[src/core/tmu_pkg.sv]
// tmu_pkg: register map, field layout and mode encodings of the timer unit counter and channels.
// assumes a single 25 MHz clock domain shared by bus and counter logic.
// Notes on behaviour
// - reset forces the counter to zero.
// - any write to the tally register clears the counter, data ignored.
// - debug active halts counting unless the debug-run setting is on.
// - a tally read answers two extra cycles later than other reads.
// - counter and limit sit in bits 15..0; bits 31..16 read zero.
// - counter at limit then advancing sets the wrap flag.
// - limit writes land in a holding buffer, applied at the update point.
// - further limit writes are dropped while the buffer is still pending.
// - disable a channel and await acknowledge before changing its mode.
// - mode 00/edge 00 disabled; mode 01/edge 00 software compare, no pin.
// - up-count mode 00 captures on rising, falling or both edges.
// - up-count mode 01 toggles, clears or sets output on match.
// - up-count mode 10 edge PWM; edge 10 high-true, X1 low-true.
// - up-count mode 11 pulses output low (10) or high (01) on match.
// - center mode 10: edge 10 clears on up match, sets on down match.
// - center select chooses up or up-down; writable only while stopped.
// - clock source 00 stop, 01 every clock, 10 external rising edge, 11 reserved.
package tmu_pkg;
  localparam logic [7:0]  TMU_ADDR_CFG   = 8'h00;
  localparam logic [7:0]  TMU_ADDR_TALLY = 8'h04;
  localparam logic [7:0]  TMU_ADDR_LIMIT = 8'h08;
  localparam logic [7:0]  TMU_ADDR_CH0   = 8'h0C;
  localparam logic [7:0]  TMU_CH_STRIDE  = 8'h08;
  localparam int          TMU_NCH        = 6;
  localparam int          TMU_TALLY_WAIT = 2;
  localparam logic [15:0] TMU_TALLY_RST  = 16'h0000;
  localparam logic [15:0] TMU_LIMIT_RST  = 16'hFFFF;
  // cfg register fields
  localparam int TMU_CFG_WRAP  = 7;
  localparam int TMU_CFG_CAS   = 5;
  localparam int TMU_CFG_CSRC  = 3;
  localparam int TMU_CFG_DBGRN = 8;
  // channel control fields
  localparam int TMU_CH_MODE = 4;
  localparam int TMU_CH_EDGE = 2;
  localparam int TMU_CH_ACK  = 8;
  localparam logic [1:0] TMU_SRC_STOP = 2'h0;
  localparam logic [1:0] TMU_SRC_CLK  = 2'h1;
  localparam logic [1:0] TMU_SRC_EXT  = 2'h2;
  typedef enum logic [1:0] {TMU_M_CAP, TMU_M_CMP, TMU_M_PWM, TMU_M_PULSE} tmu_mode_t;
endpackage : tmu_pkg

[src/core/tmu_ch_if.sv]
// tmu_ch_if: counter events shared from the counter core to each channel.
// assumes all members are driven in the clk_i domain.
`timescale 1ns/1ps
interface tmu_ch_if;
  logic [15:0] count;
  logic        tick;
  logic        down;
  logic        reload;
  logic        center;
  modport core (output count, tick, down, reload, center);
  modport chan (input  count, tick, down, reload, center);
endinterface : tmu_ch_if

[src/core/tmu_top.sv]
// tmu_top: counter, wrap limit with holding buffer, config and six channels behind a simple register port.
// assumes a bus master with one-cycle strobes; tally reads answer two cycles later.
`timescale 1ns/1ps
module tmu_top
  import tmu_pkg::*;
#(
  parameter int NCH = TMU_NCH
)(
  input  wire logic              clk_i,
  input  wire logic              rstn_i,
  input  wire logic              ce_i,
  input  wire logic [7:0]        addr_i,
  input  wire logic [31:0]       wdata_i,
  input  wire logic              wr_i,
  input  wire logic              rd_i,
  output logic      [31:0]       rdata_o,
  output logic                   rvalid_o,
  input  wire logic              debug_i,
  input  wire logic              ext_clk_i,
  input  wire logic [NCH-1:0]    ch_pin_i,
  output logic      [NCH-1:0]    ch_out_o,
  output logic                   wrap_flag_o
);
  typedef struct packed {
    logic [15:0] count;
    logic        down;
    logic [15:0] limit;
    logic [15:0] limit_buf;
    logic        buf_full;
    logic        wrap;
    logic        center;
    logic [1:0]  csrc;
    logic        dbg_run;
    logic        ext_q;
    logic        tick;
    logic        reload;
    logic [31:0] rdata;
    logic        rvalid;
    logic [1:0]  twait;
    logic [NCH-1:0][5:0] chctl;
    logic [NCH-1:0][15:0] chcmp;
  } tmu_st_t;
  tmu_st_t s_q, s_d;
  tmu_ch_if cif ();
  logic [NCH-1:0]       ch_evt;
  logic [NCH-1:0][15:0] ch_cap;
  logic [NCH-1:0]       ch_out;
  logic                 adv;
  logic                 at_lim;
  logic [7:0]           choff;
  logic [31:0]          rd_mux;
  logic                 tally_rd;
  int                   ci;
  assign cif.count  = s_q.count;
  assign cif.tick   = s_q.tick;
  assign cif.down   = s_q.down;
  assign cif.reload = s_q.reload;
  assign cif.center = s_q.center;
  // one decoder per channel, all fed from the same registered count and tick
  genvar g;
  generate
    for (g = 0; g < NCH; g++)
    begin : gen_ch
      tmu_channel u_ch (
        .clk_i   (clk_i),
        .rstn_i  (rstn_i),
        .en_i    (ce_i),
        .cif     (cif),
        .mode_i  (s_q.chctl[g][3:2]),
        .edge_i  (s_q.chctl[g][1:0]),
        .cmp_i   (s_q.chcmp[g]),
        .pin_i   (ch_pin_i[g]),
        .out_o   (ch_out[g]),
        .cap_o   (ch_cap[g]),
        .event_o (ch_evt[g])
      );
    end
  endgenerate
  always_comb
  begin
    s_d      = s_q;
    ci       = 0;
    choff    = 8'h00;
    rd_mux   = 32'h0000_0000;
    tally_rd = 1'b0;
    s_d.ext_q  = ext_clk_i;
    s_d.tick   = 1'b0;
    s_d.reload = 1'b0;
    s_d.rvalid = 1'b0;
    // count source and debug freeze
    adv = ((s_q.csrc == TMU_SRC_CLK) || ((s_q.csrc == TMU_SRC_EXT) && ext_clk_i && !s_q.ext_q))
          && (!debug_i || s_q.dbg_run);
    at_lim = s_q.count == s_q.limit;
    if (adv)
    begin
      s_d.tick = 1'b1;
      if (s_q.center)
      begin
        // up-down reverses at limit and at zero
        if (!s_q.down && at_lim)
        begin
          s_d.down  = 1'b1;
          s_d.count = s_q.count - 16'h0001;
        end
        else if (s_q.down && s_q.count == 16'h0000)
        begin
          s_d.down   = 1'b0;
          s_d.count  = 16'h0001;
          s_d.reload = 1'b1;
        end
        else
          s_d.count = s_q.down ? s_q.count - 16'h0001 : s_q.count + 16'h0001;
      end
      else if (at_lim)
      begin
        s_d.count  = TMU_TALLY_RST;
        s_d.reload = 1'b1;
      end
      else
        s_d.count = s_q.count + 16'h0001;
      if (at_lim && !s_q.down)
        s_d.wrap = 1'b1;
    end

    // buffered limit applies at the reload point or while stopped
    if (s_q.buf_full && (s_d.reload || s_q.csrc == TMU_SRC_STOP))
    begin
      s_d.limit    = s_q.limit_buf;
      s_d.buf_full = 1'b0;
    end

    // register writes; a tally write overrides counting in the same cycle
    if (wr_i)
    begin
      if (addr_i == TMU_ADDR_CFG)
      begin
        if (wdata_i[TMU_CFG_WRAP] && !(adv && at_lim && !s_q.down))
          s_d.wrap = 1'b0;
        if (s_q.csrc == TMU_SRC_STOP)
          s_d.center = wdata_i[TMU_CFG_CAS];
        s_d.csrc    = wdata_i[TMU_CFG_CSRC +: 2];
        s_d.dbg_run = wdata_i[TMU_CFG_DBGRN];
      end
      else if (addr_i == TMU_ADDR_TALLY)
      begin
        s_d.count = TMU_TALLY_RST;
        s_d.down  = 1'b0;
      end
      else if (addr_i == TMU_ADDR_LIMIT)
      begin
        if (!s_q.buf_full)
        begin
          s_d.limit_buf = wdata_i[15:0];
          s_d.buf_full  = 1'b1;
        end
      end
      else
      begin
        for (ci = 0; ci < NCH; ci++)
        begin
          choff = TMU_ADDR_CH0 + TMU_CH_STRIDE * 8'(ci);
          if (addr_i == choff)
            s_d.chctl[ci] = {2'h0, wdata_i[5:2]};
          else if (addr_i == choff + 8'h04)
            s_d.chcmp[ci] = wdata_i[15:0];
        end
      end
    end

    // non-tally reads answer next cycle from a registered mux; reserved bits stay zero
    if (rd_i)
    begin
      if (addr_i == TMU_ADDR_CFG)
        rd_mux = {23'h0, s_q.dbg_run, s_q.wrap, 1'b0, s_q.center, s_q.csrc, 3'h0};
      else if (addr_i == TMU_ADDR_TALLY)
        tally_rd = 1'b1;
      else if (addr_i == TMU_ADDR_LIMIT)
        rd_mux = {16'h0000, s_q.limit};
      else
      begin
        for (ci = 0; ci < NCH; ci++)
        begin
          choff = TMU_ADDR_CH0 + TMU_CH_STRIDE * 8'(ci);
          // bit 8 is a constant 1 acknowledge; mode bits read back as seen by the channel
          if (addr_i == choff)
            rd_mux = {23'h0, 1'b1, ch_evt[ci], 1'b0, s_q.chctl[ci][3:0], 2'h0};
          else if (addr_i == choff + 8'h04)
            rd_mux = {16'h0000, (s_q.chctl[ci][3:2] == 2'h0) ? ch_cap[ci] : s_q.chcmp[ci]};
        end
      end
      if (!tally_rd)
      begin
        s_d.rdata  = rd_mux;
        s_d.rvalid = 1'b1;
      end
    end

    // tally read answers two cycles late, counted down here
    if (tally_rd)
      s_d.twait = 2'(TMU_TALLY_WAIT);
    else if (s_q.twait != 2'h0)
    begin
      s_d.twait = s_q.twait - 2'h1;
      if (s_q.twait == 2'h1)
      begin
        s_d.rdata  = {16'h0000, s_q.count};
        s_d.rvalid = 1'b1;
      end
    end
  end
  always_ff @(posedge clk_i or negedge rstn_i)
  begin
    if (!rstn_i)
    begin
      s_q       <= '0;
      s_q.limit <= TMU_LIMIT_RST;
      s_q.count <= TMU_TALLY_RST;
    end
    else if (ce_i)
      s_q <= s_d;
  end

  // channel outputs are registered in the channel, so they come straight from flops
  assign ch_out_o    = ch_out;
  assign rdata_o     = s_q.rdata;
  assign rvalid_o    = s_q.rvalid;
  assign wrap_flag_o = s_q.wrap;

  chk_tally_wr: assert property (@(posedge clk_i) disable iff (!rstn_i)
    (ce_i && wr_i && addr_i == TMU_ADDR_TALLY) |=> (s_q.count == 16'h0000))
    else $error("tally write did not clear counter");
  chk_dbg_hold: assert property (@(posedge clk_i) disable iff (!rstn_i)
    (ce_i && debug_i && !s_q.dbg_run && !wr_i) |=> $stable(s_q.count))
    else $error("counter moved in debug");
  chk_tally_lat: assert property (@(posedge clk_i) disable iff (!rstn_i)
    (ce_i && rd_i && addr_i == TMU_ADDR_TALLY) ##1 ce_i ##1 ce_i |=> rvalid_o && rdata_o[31:16] == 16'h0000)
    else $error("tally read not answered two cycles late");
  chk_wrap_set: assert property (@(posedge clk_i) disable iff (!rstn_i)
    (ce_i && adv && at_lim && !s_q.down) |=> wrap_flag_o)
    else $error("wrap flag not set at limit");
  chk_lim_drop: assert property (@(posedge clk_i) disable iff (!rstn_i)
    (ce_i && wr_i && addr_i == TMU_ADDR_LIMIT && s_q.buf_full) |=> $stable(s_q.limit_buf))
    else $error("limit write accepted while buffer pending");
  chk_up_wrap: assert property (@(posedge clk_i) disable iff (!rstn_i)
    (ce_i && adv && at_lim && !s_q.center && !wr_i) |=> (s_q.count == 16'h0000))
    else $error("counter did not return to zero");
  chk_cas_lock: assert property (@(posedge clk_i) disable iff (!rstn_i)
    (ce_i && s_q.csrc != TMU_SRC_STOP) |=> $stable(s_q.center))
    else $error("center select changed while running");
  chk_src_stop: assert property (@(posedge clk_i) disable iff (!rstn_i)
    (ce_i && s_q.csrc == TMU_SRC_STOP && !wr_i) |=> $stable(s_q.count))
    else $error("counter moved while stopped");

  // bus timing, limit buffer, wrap flag, count source and count direction checks
  chk_plain_lat: assert property (@(posedge clk_i) disable iff (!rstn_i)
    (ce_i && rd_i && addr_i != TMU_ADDR_TALLY) |=> rvalid_o)
    else $error("plain read not answered next cycle");

  chk_tally_gap: assert property (@(posedge clk_i) disable iff (!rstn_i)
    (ce_i && rd_i && addr_i == TMU_ADDR_TALLY && s_q.twait == 2'h0) |=> !rvalid_o)
    else $error("tally read answered without wait states");

  chk_lim_load: assert property (@(posedge clk_i) disable iff (!rstn_i)
    (ce_i && wr_i && addr_i == TMU_ADDR_LIMIT && !s_q.buf_full)
    |=> s_q.buf_full && (s_q.limit_buf == $past(wdata_i[15:0])))
    else $error("limit write not buffered");

  chk_lim_hold: assert property (@(posedge clk_i) disable iff (!rstn_i)
    (ce_i && s_q.buf_full && s_q.csrc != TMU_SRC_STOP && !s_d.reload) |=> $stable(s_q.limit))
    else $error("active limit changed before update point");

  chk_lim_rsv: assert property (@(posedge clk_i) disable iff (!rstn_i)
    (ce_i && rd_i && addr_i == TMU_ADDR_LIMIT) |=> (rdata_o[31:16] == 16'h0000))
    else $error("limit read upper half not zero");

  chk_wrap_keep: assert property (@(posedge clk_i) disable iff (!rstn_i)
    (ce_i && s_q.wrap && !(wr_i && addr_i == TMU_ADDR_CFG && wdata_i[TMU_CFG_WRAP])) |=> wrap_flag_o)
    else $error("wrap flag lost without a clear");

  chk_ext_hold: assert property (@(posedge clk_i) disable iff (!rstn_i)
    (ce_i && s_q.csrc == TMU_SRC_EXT && !(ext_clk_i && !s_q.ext_q) && !wr_i) |=> $stable(s_q.count))
    else $error("counter moved without external edge");

  chk_clk_tick: assert property (@(posedge clk_i) disable iff (!rstn_i)
    (ce_i && s_q.csrc == TMU_SRC_CLK && !debug_i) |=> s_q.tick)
    else $error("counter missed a clock");

  chk_dbg_run: assert property (@(posedge clk_i) disable iff (!rstn_i)
    (ce_i && debug_i && s_q.dbg_run && s_q.csrc == TMU_SRC_CLK) |=> s_q.tick)
    else $error("debug-run did not keep counting");

  chk_up_step: assert property (@(posedge clk_i) disable iff (!rstn_i)
    (ce_i && adv && !s_q.center && !at_lim && !wr_i) |=> (s_q.count == $past(s_q.count) + 16'h0001))
    else $error("up count did not step by one");

  chk_ctr_turn: assert property (@(posedge clk_i) disable iff (!rstn_i)
    (ce_i && adv && s_q.center && !s_q.down && at_lim && !wr_i) |=> s_q.down)
    else $error("up-down count did not turn at limit");

  chk_ctr_bottom: assert property (@(posedge clk_i) disable iff (!rstn_i)
    (ce_i && adv && s_q.center && s_q.down && s_q.count == 16'h0000 && !wr_i) |=> !s_q.down && s_q.reload)
    else $error("up-down count did not turn at zero");
endmodule : tmu_top

[src/core/tmu_channel.sv]
// tmu_channel: mode/edge decoder and output or capture logic of one channel.
// assumes the compare value and the pin input are synchronous to clk_i.
`timescale 1ns/1ps
module tmu_channel
  import tmu_pkg::*;
(
  input  wire logic        clk_i,
  input  wire logic        rstn_i,
  input  wire logic        en_i,
  tmu_ch_if.chan           cif,
  input  wire logic [1:0]  mode_i,
  input  wire logic [1:0]  edge_i,
  input  wire logic [15:0] cmp_i,
  input  wire logic        pin_i,
  output logic             out_o,
  output logic [15:0]      cap_o,
  output logic             event_o
);
  typedef struct packed {
    logic        out;
    logic        pin;
    logic [15:0] cap;
    logic        evt;
  } tmu_ch_st_t;
  tmu_ch_st_t s_q, s_d;
  logic match, rise, fall, off;
  always_comb
  begin
    s_d   = s_q;
    match = cif.tick && (cif.count == cmp_i);
    rise  = pin_i && !s_q.pin;
    fall  = !pin_i && s_q.pin;
    off   = (edge_i == 2'h0);
    s_d.pin = pin_i;
    s_d.evt = 1'b0;
    if (off)
    begin
      // disabled or software compare: pin idle, compare only flags
      s_d.evt = (mode_i == 2'h1) && match;
    end
    else if (cif.center)
    begin
      if (mode_i == 2'h2 && match)
      begin
        // center pwm: edge 10 high-true, 01 low-true
        s_d.out = cif.down ? edge_i[1] : edge_i[0];
        s_d.evt = 1'b1;
      end
    end
    else
    begin
      case (tmu_mode_t'(mode_i))
        TMU_M_CAP:
        if ((rise && edge_i[0]) || (fall && edge_i[1]))
        begin
          s_d.cap = cif.count;
          s_d.evt = 1'b1;
        end
        TMU_M_CMP:
        if (match)
        begin
          s_d.out = (edge_i == 2'h1) ? !s_q.out : edge_i[0];
          s_d.evt = 1'b1;
        end
        TMU_M_PWM:
        begin
          if (cif.reload)
            s_d.out = !edge_i[0];
          if (match)
          begin
            s_d.out = edge_i[0];
            s_d.evt = 1'b1;
          end
        end
        default:
        begin
          // one-tick pulse at match, idle level otherwise
          s_d.out = match ? edge_i[0] : edge_i[1];
          s_d.evt = match;
        end
      endcase
    end
  end
  always_ff @(posedge clk_i or negedge rstn_i)
  begin
    if (!rstn_i)
      s_q <= '0;
    else if (en_i)
      s_q <= s_d;
  end
  assign out_o   = s_q.out;
  assign cap_o   = s_q.cap;
  assign event_o = s_q.evt;
  chk_cmp_set: assert property (@(posedge clk_i) disable iff (!rstn_i)
    (en_i && !cif.center && mode_i == 2'h1 && edge_i == 2'h3 && match) |=> out_o)
    else $error("set on match did not drive output high");
  chk_cap_rise: assert property (@(posedge clk_i) disable iff (!rstn_i)
    (en_i && !cif.center && mode_i == 2'h0 && edge_i == 2'h1 && rise) |=> (cap_o == $past(cif.count)) && event_o)
    else $error("rising edge capture lost");
  chk_ctr_pwm: assert property (@(posedge clk_i) disable iff (!rstn_i)
    (en_i && cif.center && mode_i == 2'h2 && edge_i == 2'h2 && match && !cif.down) |=> !out_o)
    else $error("center pwm up match did not clear output");
endmodule : tmu_channel

[config.mk]
export PLATFORM = sky130hd
export DESIGN_NAME = tmu_top
export DESIGN_NICKNAME = d
export VERILOG_FILES = /design/src/core/tmu_pkg.sv /design/src/core/tmu_ch_if.sv /design/src/core/tmu_top.sv /design/src/core/tmu_channel.sv
export SDC_FILE = /design/constraint.sdc
export NUM_CORES = 1
export LEC_CHECK = 0
export BUFFER_PORTS_ARGS = -buffer_cell sky130_fd_sc_hd__buf_2
export CAP_MARGIN = 20
export CORE_MARGIN = 2
export CORE_UTILIZATION = 66
export CTS_CLUSTER_DIAMETER = 120
export DETAILED_ROUTE_END_ITERATION = 8
export PLACE_DENSITY = 0.88
export SLEW_MARGIN = 20
export SYNTH_ARGS = -nofsm -noshare
export SYNTH_HDL_FRONTEND = slang
export SYNTH_SLANG_ARGS = --single-unit
[constraint.sdc]
create_clock -name clk_i -period 9.14 [get_ports clk_i]
set_input_delay 0.914 -clock clk_i [delete_from_list [all_inputs] [get_ports clk_i]]
set_output_delay 0.914 -clock clk_i [all_outputs]
set_load 0.02 [all_outputs]
# Yosys cells after proc, flatten, opt, wreduce, memory -nomap -nowiden
# Index checks and enable logic that the tools add are counted.
dict set report word_totals {
  romBits 0
  output_inout_bits 40
  latchBits 0
  wordCells 425
  ram_bits 0
  ff_bits 327
  mem_count 0
}
dict set report classes {
  n_bitwise 17
  addsub 3
  multipliers 0
  n_mux 148
  n_div 0
  n_eq_ne 66
  n_shift 0
  order_cmp 0
  reduce_logical 140
}
# op n
set op_table {}
lappend op_table {{$mux 32} 13}
lappend op_table {{$mux 16} 12}
lappend op_table {{$mux 33} 4}
lappend op_table {{$eq 16x16->1} 7}
lappend op_table {{$mux 1} 97}
lappend op_table {{$mux 17} 5}
lappend op_table {{$reduce_and 6->1} 13}
lappend op_table {{$eq 8x6->1 const B} 7}
lappend op_table {{$logic_and 1x1->1} 51}
lappend op_table {{$reduce_and 7->1} 6}
lappend op_table {{$mux 35} 1}
lappend op_table {{$eq 8x5->1 const B} 4}
lappend op_table {{$reduce_and 5->1} 6}
lappend op_table {{$eq 2x1->1 const B} 14}
lappend op_table {{$logic_not 1->1} 28}
lappend op_table {{$logic_not 2->1} 13}
lappend op_table {{$ne 4x3->1 const B} 6}
lappend op_table {{$ne 3x2->1 const B} 6}
lappend op_table {{$pmux 1 s3} 6}
lappend op_table {{$not 1->1} 17}
lappend op_table {{$add 16x1->16 const B} 1}
lappend op_table {{$eq 8x4->1 const B} 2}
lappend op_table {{$logic_not 16->1} 1}
lappend op_table {{$sub 16x1->16 const B} 1}
lappend op_table {{16 further kinds} 53}

# Depth between registers and ports, before layout
dict set report depth {
  ltp_word 22
  mapped_depth 12
}

# Modules after synthesis
# From an unflattened synthesis, not the netlist that was laid out.
dict set report hier_totals {
  hier_cells 1809
  hier_area_um2 19717.7
}
# module seq_area_each_um2 instances cells_per_inst area_per_inst_um2
set modules_own_cells {}
lappend modules_own_cells {tmu_top 5350.1 1 1117 12279.3}
lappend modules_own_cells {{tmu_channel at gen_ch[1].u_ch ...} 475.5 5 116 1243.7}
lappend modules_own_cells {{tmu_channel at gen_ch[0].u_ch} 475.5 1 112 1219.9}

# Least setup slack after synthesis
# No wires, ideal clock.
dict set report synth_path {
  kind {flip-flop to flip-flop}
  startpoint {register, netlist name cif.count[0]}
  endpoint {register s_q[197] (netlist name)}
  stages_incl_launch_ff 13
  synth_period_minus_slack_ps 3042
  path_buffers 4
  required_time_ps 9058
  arrival_ps 2959
  slack_ps 6098
  setup_ps 82
  path_cell_list {dfrtp_1 buf_6 clkbuf_1 clkinv_1 ha_1 nor3b_4 and4b_4 and2_4 buf_6 a32o_2 o21ai_4 buf_6 mux2_4}
}
dict set report synth_between {
  elab_chain_cells 9
  word_cells_on_any_way 12
  classes_between {eq/ne: 1; mux: 5; reduce/logical: 6}
}
# item line
set synth_rtl {}
lappend synth_rtl {{$logic_not 16->1} tmu_top.sv:105} ;# else if (s_q.down && s_q.count == 16'h0000)
lappend synth_rtl {{$logic_and 1x1->1} tmu_top.sv:105}
lappend synth_rtl {{$mux 1} tmu_top.sv:105}
lappend synth_rtl {{$mux 1} tmu_top.sv:100} ;# if (!s_q.down && at_lim)
lappend synth_rtl {{$mux 1 (*)} tmu_top.sv:97} ;# if (s_q.center)
lappend synth_rtl {{$mux 2 (*)} tmu_top.sv:94} ;# if (adv)
lappend synth_rtl {{$logic_or 1x1->1 (*)} tmu_top.sv:126} ;# if (s_q.buf_full && (s_d.reload || s_q.csrc == TMU_SRC_STOP))
lappend synth_rtl {{$logic_and 1x1->1 (*)} tmu_top.sv:126}
lappend synth_rtl {{$reduce_and 2->1 (no line) (*)} --}
lappend synth_rtl {{end, declared} tmu_top.sv:43} ;# tmu_st_t s_q, s_d;
# Mark *: on every way between the ends. The rest lies on a longest branch, timed or not.
# A chain may end at the register's enable or synchronous reset.

# Worst setup path in the final report
dict set report layout_path {
  startpoint {input port ce_i}
  endpoint {register gen_ch[5].u_ch.s_q (netlist bit gen_ch[5].u_ch.cap_o[12])}
}
dict set report layout_between {
  elab_chain_cells 1
}
# item line
set layout_rtl {}
lappend layout_rtl {{start, declared} tmu_top.sv:11} ;# input wire logic ce_i,
lappend layout_rtl {{$reduce_and 5->1 (no line)} --}
lappend layout_rtl {{end signal, assigned} tmu_channel.sv:87} ;# s_q <= '0;
lappend layout_rtl {{end signal, assigned} tmu_channel.sv:89} ;# s_q <= s_d;
lappend layout_rtl {{end, declared} tmu_channel.sv:25} ;# tmu_ch_st_t s_q, s_d;
# Every way passes these cells.

==> out/metrics.yaml <==
synth:
  postSynthNetCount: 1862
  yosysUniqueCellTypes: 92
  synth_cells: 1789
  yosys-top-cells-count: "sky130_fd_sc_hd__dfrtp_1, sky130_fd_sc_hd__mux2_2, sky130_fd_sc_hd__o21ai_0, sky130_fd_sc_hd__xor2_1, sky130_fd_sc_hd__nand2_1"
  synth-seq-area-share: 0.431
  most_frequent_cell_after_synthesis: "sky130_fd_sc_hd__dfrtp_1"
  synth_top_cell_by_area: "sky130_fd_sc_hd__dfrtp_1"
  synth.ff_latch_count: 327
  ys_dominant_reg_cell: "sky130_fd_sc_hd__dfrtp_1"
  syn-cell-area_um2: 19000
  yosysWarnings: 0
  postSynthAreaPerCell_um2: 10.6
  area_contributors_post_synth: "sky130_fd_sc_hd__dfrtp_1, sky130_fd_sc_hd__mux2_2, sky130_fd_sc_hd__xor2_1"
  ys_async_sr_fraction: 1.00
  yosysTopAreaCellShare: 0.409
  synth-edff-count: 0
global_route:
  global_route.usage.total: 0.390
  grt_antenna_before_repair: 0
  grt_first_pass_wirelength_um: 90500
  globalRouteOverflowTotal: 0
  grt_start_max_net_pins: 105
  vias_in_the_first_global_route: 15100
floorplan:
  start_util: 0.667
  core_area_um2: 28500
  rows: 62
  pin_count: 93
  die_width_um: 174
  die_y_um: 174
  design.die.area_um2: 30200
timing:
  final_min_period_over_clock_period: 0.450
  final_max_slew_viol_count: 0
  max-slew-margin-rel: 0.268
  grt_setup_unrepaired: "false"
  finalSetupViolations: 0
  finalHoldViolCount: 0
  fmax_ghz: 0.243
  skew_ns: 0.0220
  crit_path_time_final_ns: 4.12
  timing_worst_slew_pin_value_ns: 1.10
  totalNegativeSetupSlack_ns: 0
drt:
  topRoutingLayerUsed: "met4"
  drtPass1Iterations: 9
  final_antenna_net_count: 0
  routed_wl_um: 59000
  detail_route.wl_per_cell_um: 27.0
  num_vias: 15300
  dr.first_iter.drc_count: 2249
  detail_route.vias_per_cell: 7.01
  m1WireLength_um: 22400
  detailed_route_drc_error_count: 1
  dr_wl_met3_um: 6380
  route.met2.wl_um: 26200
clock_network:
  cts_tree: "built"
  cts-htree-levels: 2
  root_buffer: "sky130_fd_sc_hd__clkbuf_16"
  clkLatencyLatePin_ns: 0.55
  cts_num_sinks: 327
  cts_hold_buf: 0
  post_cts_resized: 0
  clock_pin_slew_reported_for_the_worst_setup_and_hold_paths_after_clock_tree_synthesis_ns: 0.06
  cts_inserted_buffers: 36
  maximum_buffer_depth_of_the_clock_tree: 3
  cts.repair_timing.setup_buffer_count: 0
worst_setup_path:
  critical_path_arrival_ns: 4.53
  crit-reg2reg-capture: "s_q[196]"
  reg2reg_from: "cif.count[0]"
  worst-path-max-fanout: 32
  setup.worst_path.end_class: "register"
  r2r_slack_ns: 5.71
  criticalPathCategory: "in2reg"
  critical_path.startpoint_type: "input port"
  worst_r2r_path_depth: 9
  timing.critical_path.required_ns: 9.56
finish:
  synth_to_final_area_change_pct: 7.65
  antenna_cells: 0
  fillCellCount: 1987
  layout-drive-gt1-share: 0.257
  ff_latch_area_um2: 8200
  fin_nets: 1846
  multi_input_area_um2: 9770
outcome:
  outcome: "finished with violations"
  violations: "design-rule violations"
placement:
  dp.final_hpwl_um: 39600
  globalplace.congestion: 0.981
  port_buffers: 76
pwr:
  power_per_cell_area_nw_per_um2: 168
  post-layout-total-power_w: 0.00345
  power.static_leakage_nw: 9.63
  ir_drop_worst_vdd_mv: 0.135
worst_hold_path:
  min_path_type: "in2async"
flow_run:
  drv.max_cap_violation_count: 0
## critical path, stage by stage
cell and delay, ns:
sky130_fd_sc_hd__buf_2 0.08, sky130_fd_sc_hd__buf_4 0.39, sky130_fd_sc_hd__clkinv_1 0.76, sky130_fd_sc_hd__nor2_2 0.82, sky130_fd_sc_hd__nand3_1 0.96, sky130_fd_sc_hd__mux2_2 0.59
## placed cells by master (no fill, tap or decap), types with 39 or more instances in the layout
| cell | instances |
|---|---|
| sky130_fd_sc_hd__dfrtp_1 | 311 |
| sky130_fd_sc_hd__mux2_2 | 211 |
| sky130_fd_sc_hd__o21ai_0 | 124 |
| sky130_fd_sc_hd__xor2_1 | 116 |
| sky130_fd_sc_hd__nand2_1 | 113 |
| sky130_fd_sc_hd__mux2i_1 | 98 |
| sky130_fd_sc_hd__nor2_1 | 76 |
| sky130_fd_sc_hd__buf_2 | 75 |
| sky130_fd_sc_hd__a21oi_1 | 68 |
| sky130_fd_sc_hd__buf_4 | 39 |
## sequential cells by signal, indices dropped and copies added, names as in the netlist, 6 cells and up
name / flops
cif.count: 16
gen_ch.u_ch.cap_o: 96
gen_ch.u_ch.event_o: 6
gen_ch.u_ch.out_o: 6
gen_ch.u_ch.s_q: 6
rdata_o: 32
s_q: 159
## final cells by class
class	count	area share
well taps	384	0.0234
inverters	39	0.00714
clock inverters	12	0.00818
clock buffers	54	0.0507
flip-flops and latches	327	0.400
multi-input cells	1253	0.477
repair buffers	116	0.0339
## how the worst max path moves through the flow
stage,start,to,slack (ns),cells past startpoint
after global placement,ce_i,gen_ch[1].u_ch.cap_o[12],4.75,6
after floorplan,cif.count[0],s_q[197],6.10,12
after global routing,ce_i,gen_ch[5].u_ch.cap_o[4],5.01,6
after CTS,ce_i,gen_ch[5].u_ch.cap_o[5],5.21,6
final,ce_i,gen_ch[5].u_ch.cap_o[12],5.02,6
after detailed placement,ce_i,gen_ch[5].u_ch.cap_o[12],4.70,6
## kinds of logic after synthesis
| group | Yosys count | synth area share |
|---|---|---|
| AO/OA/AOI/OAI | 369 | 0.124 |
| XOR/XNOR | 128 | 0.0589 |
| adder cells (fa/ha/maj) | 20 | 0.0131 |
| buffers and inverters | 209 | 0.0573 |
| flip-flops | 327 | 0.431 |
| multiplexers | 346 | 0.202 |
| AND/OR/NAND/NOR | 390 | 0.114 |
## layer usage
layer  global-route usage  up-vias
li1                     -     6392
met1                0.527     7577
met2                0.592     1090
met3               0.0765      266
met4                0.224        0
met5                    0        -
## through the flow
step	hold slack [ns]	instance area (um^2)	std cells	utilization	setup WS, ns
after floorplan	0.444	19000	1789	-	6.10
after global placement	0.457	19300	2119	0.676	4.75
after detailed placement	0.465	19300	2119	0.676	4.70
after CTS	0.442	20500	2185	0.718	5.21
after global routing	0.469	20500	2185	0.718	5.01
final	0.356	20500	2185	0.718	5.02
## power by group
group	total (W)	switching (W)	internal, W
Combinational	0.000419	0.000287	0.000132
Sequential	0.00152	0.0000360	0.00149
Clock	0.00150	0.000623	0.000880
Total	0.00345	0.000946	0.00250
Power figures use the tool's default switching activity.
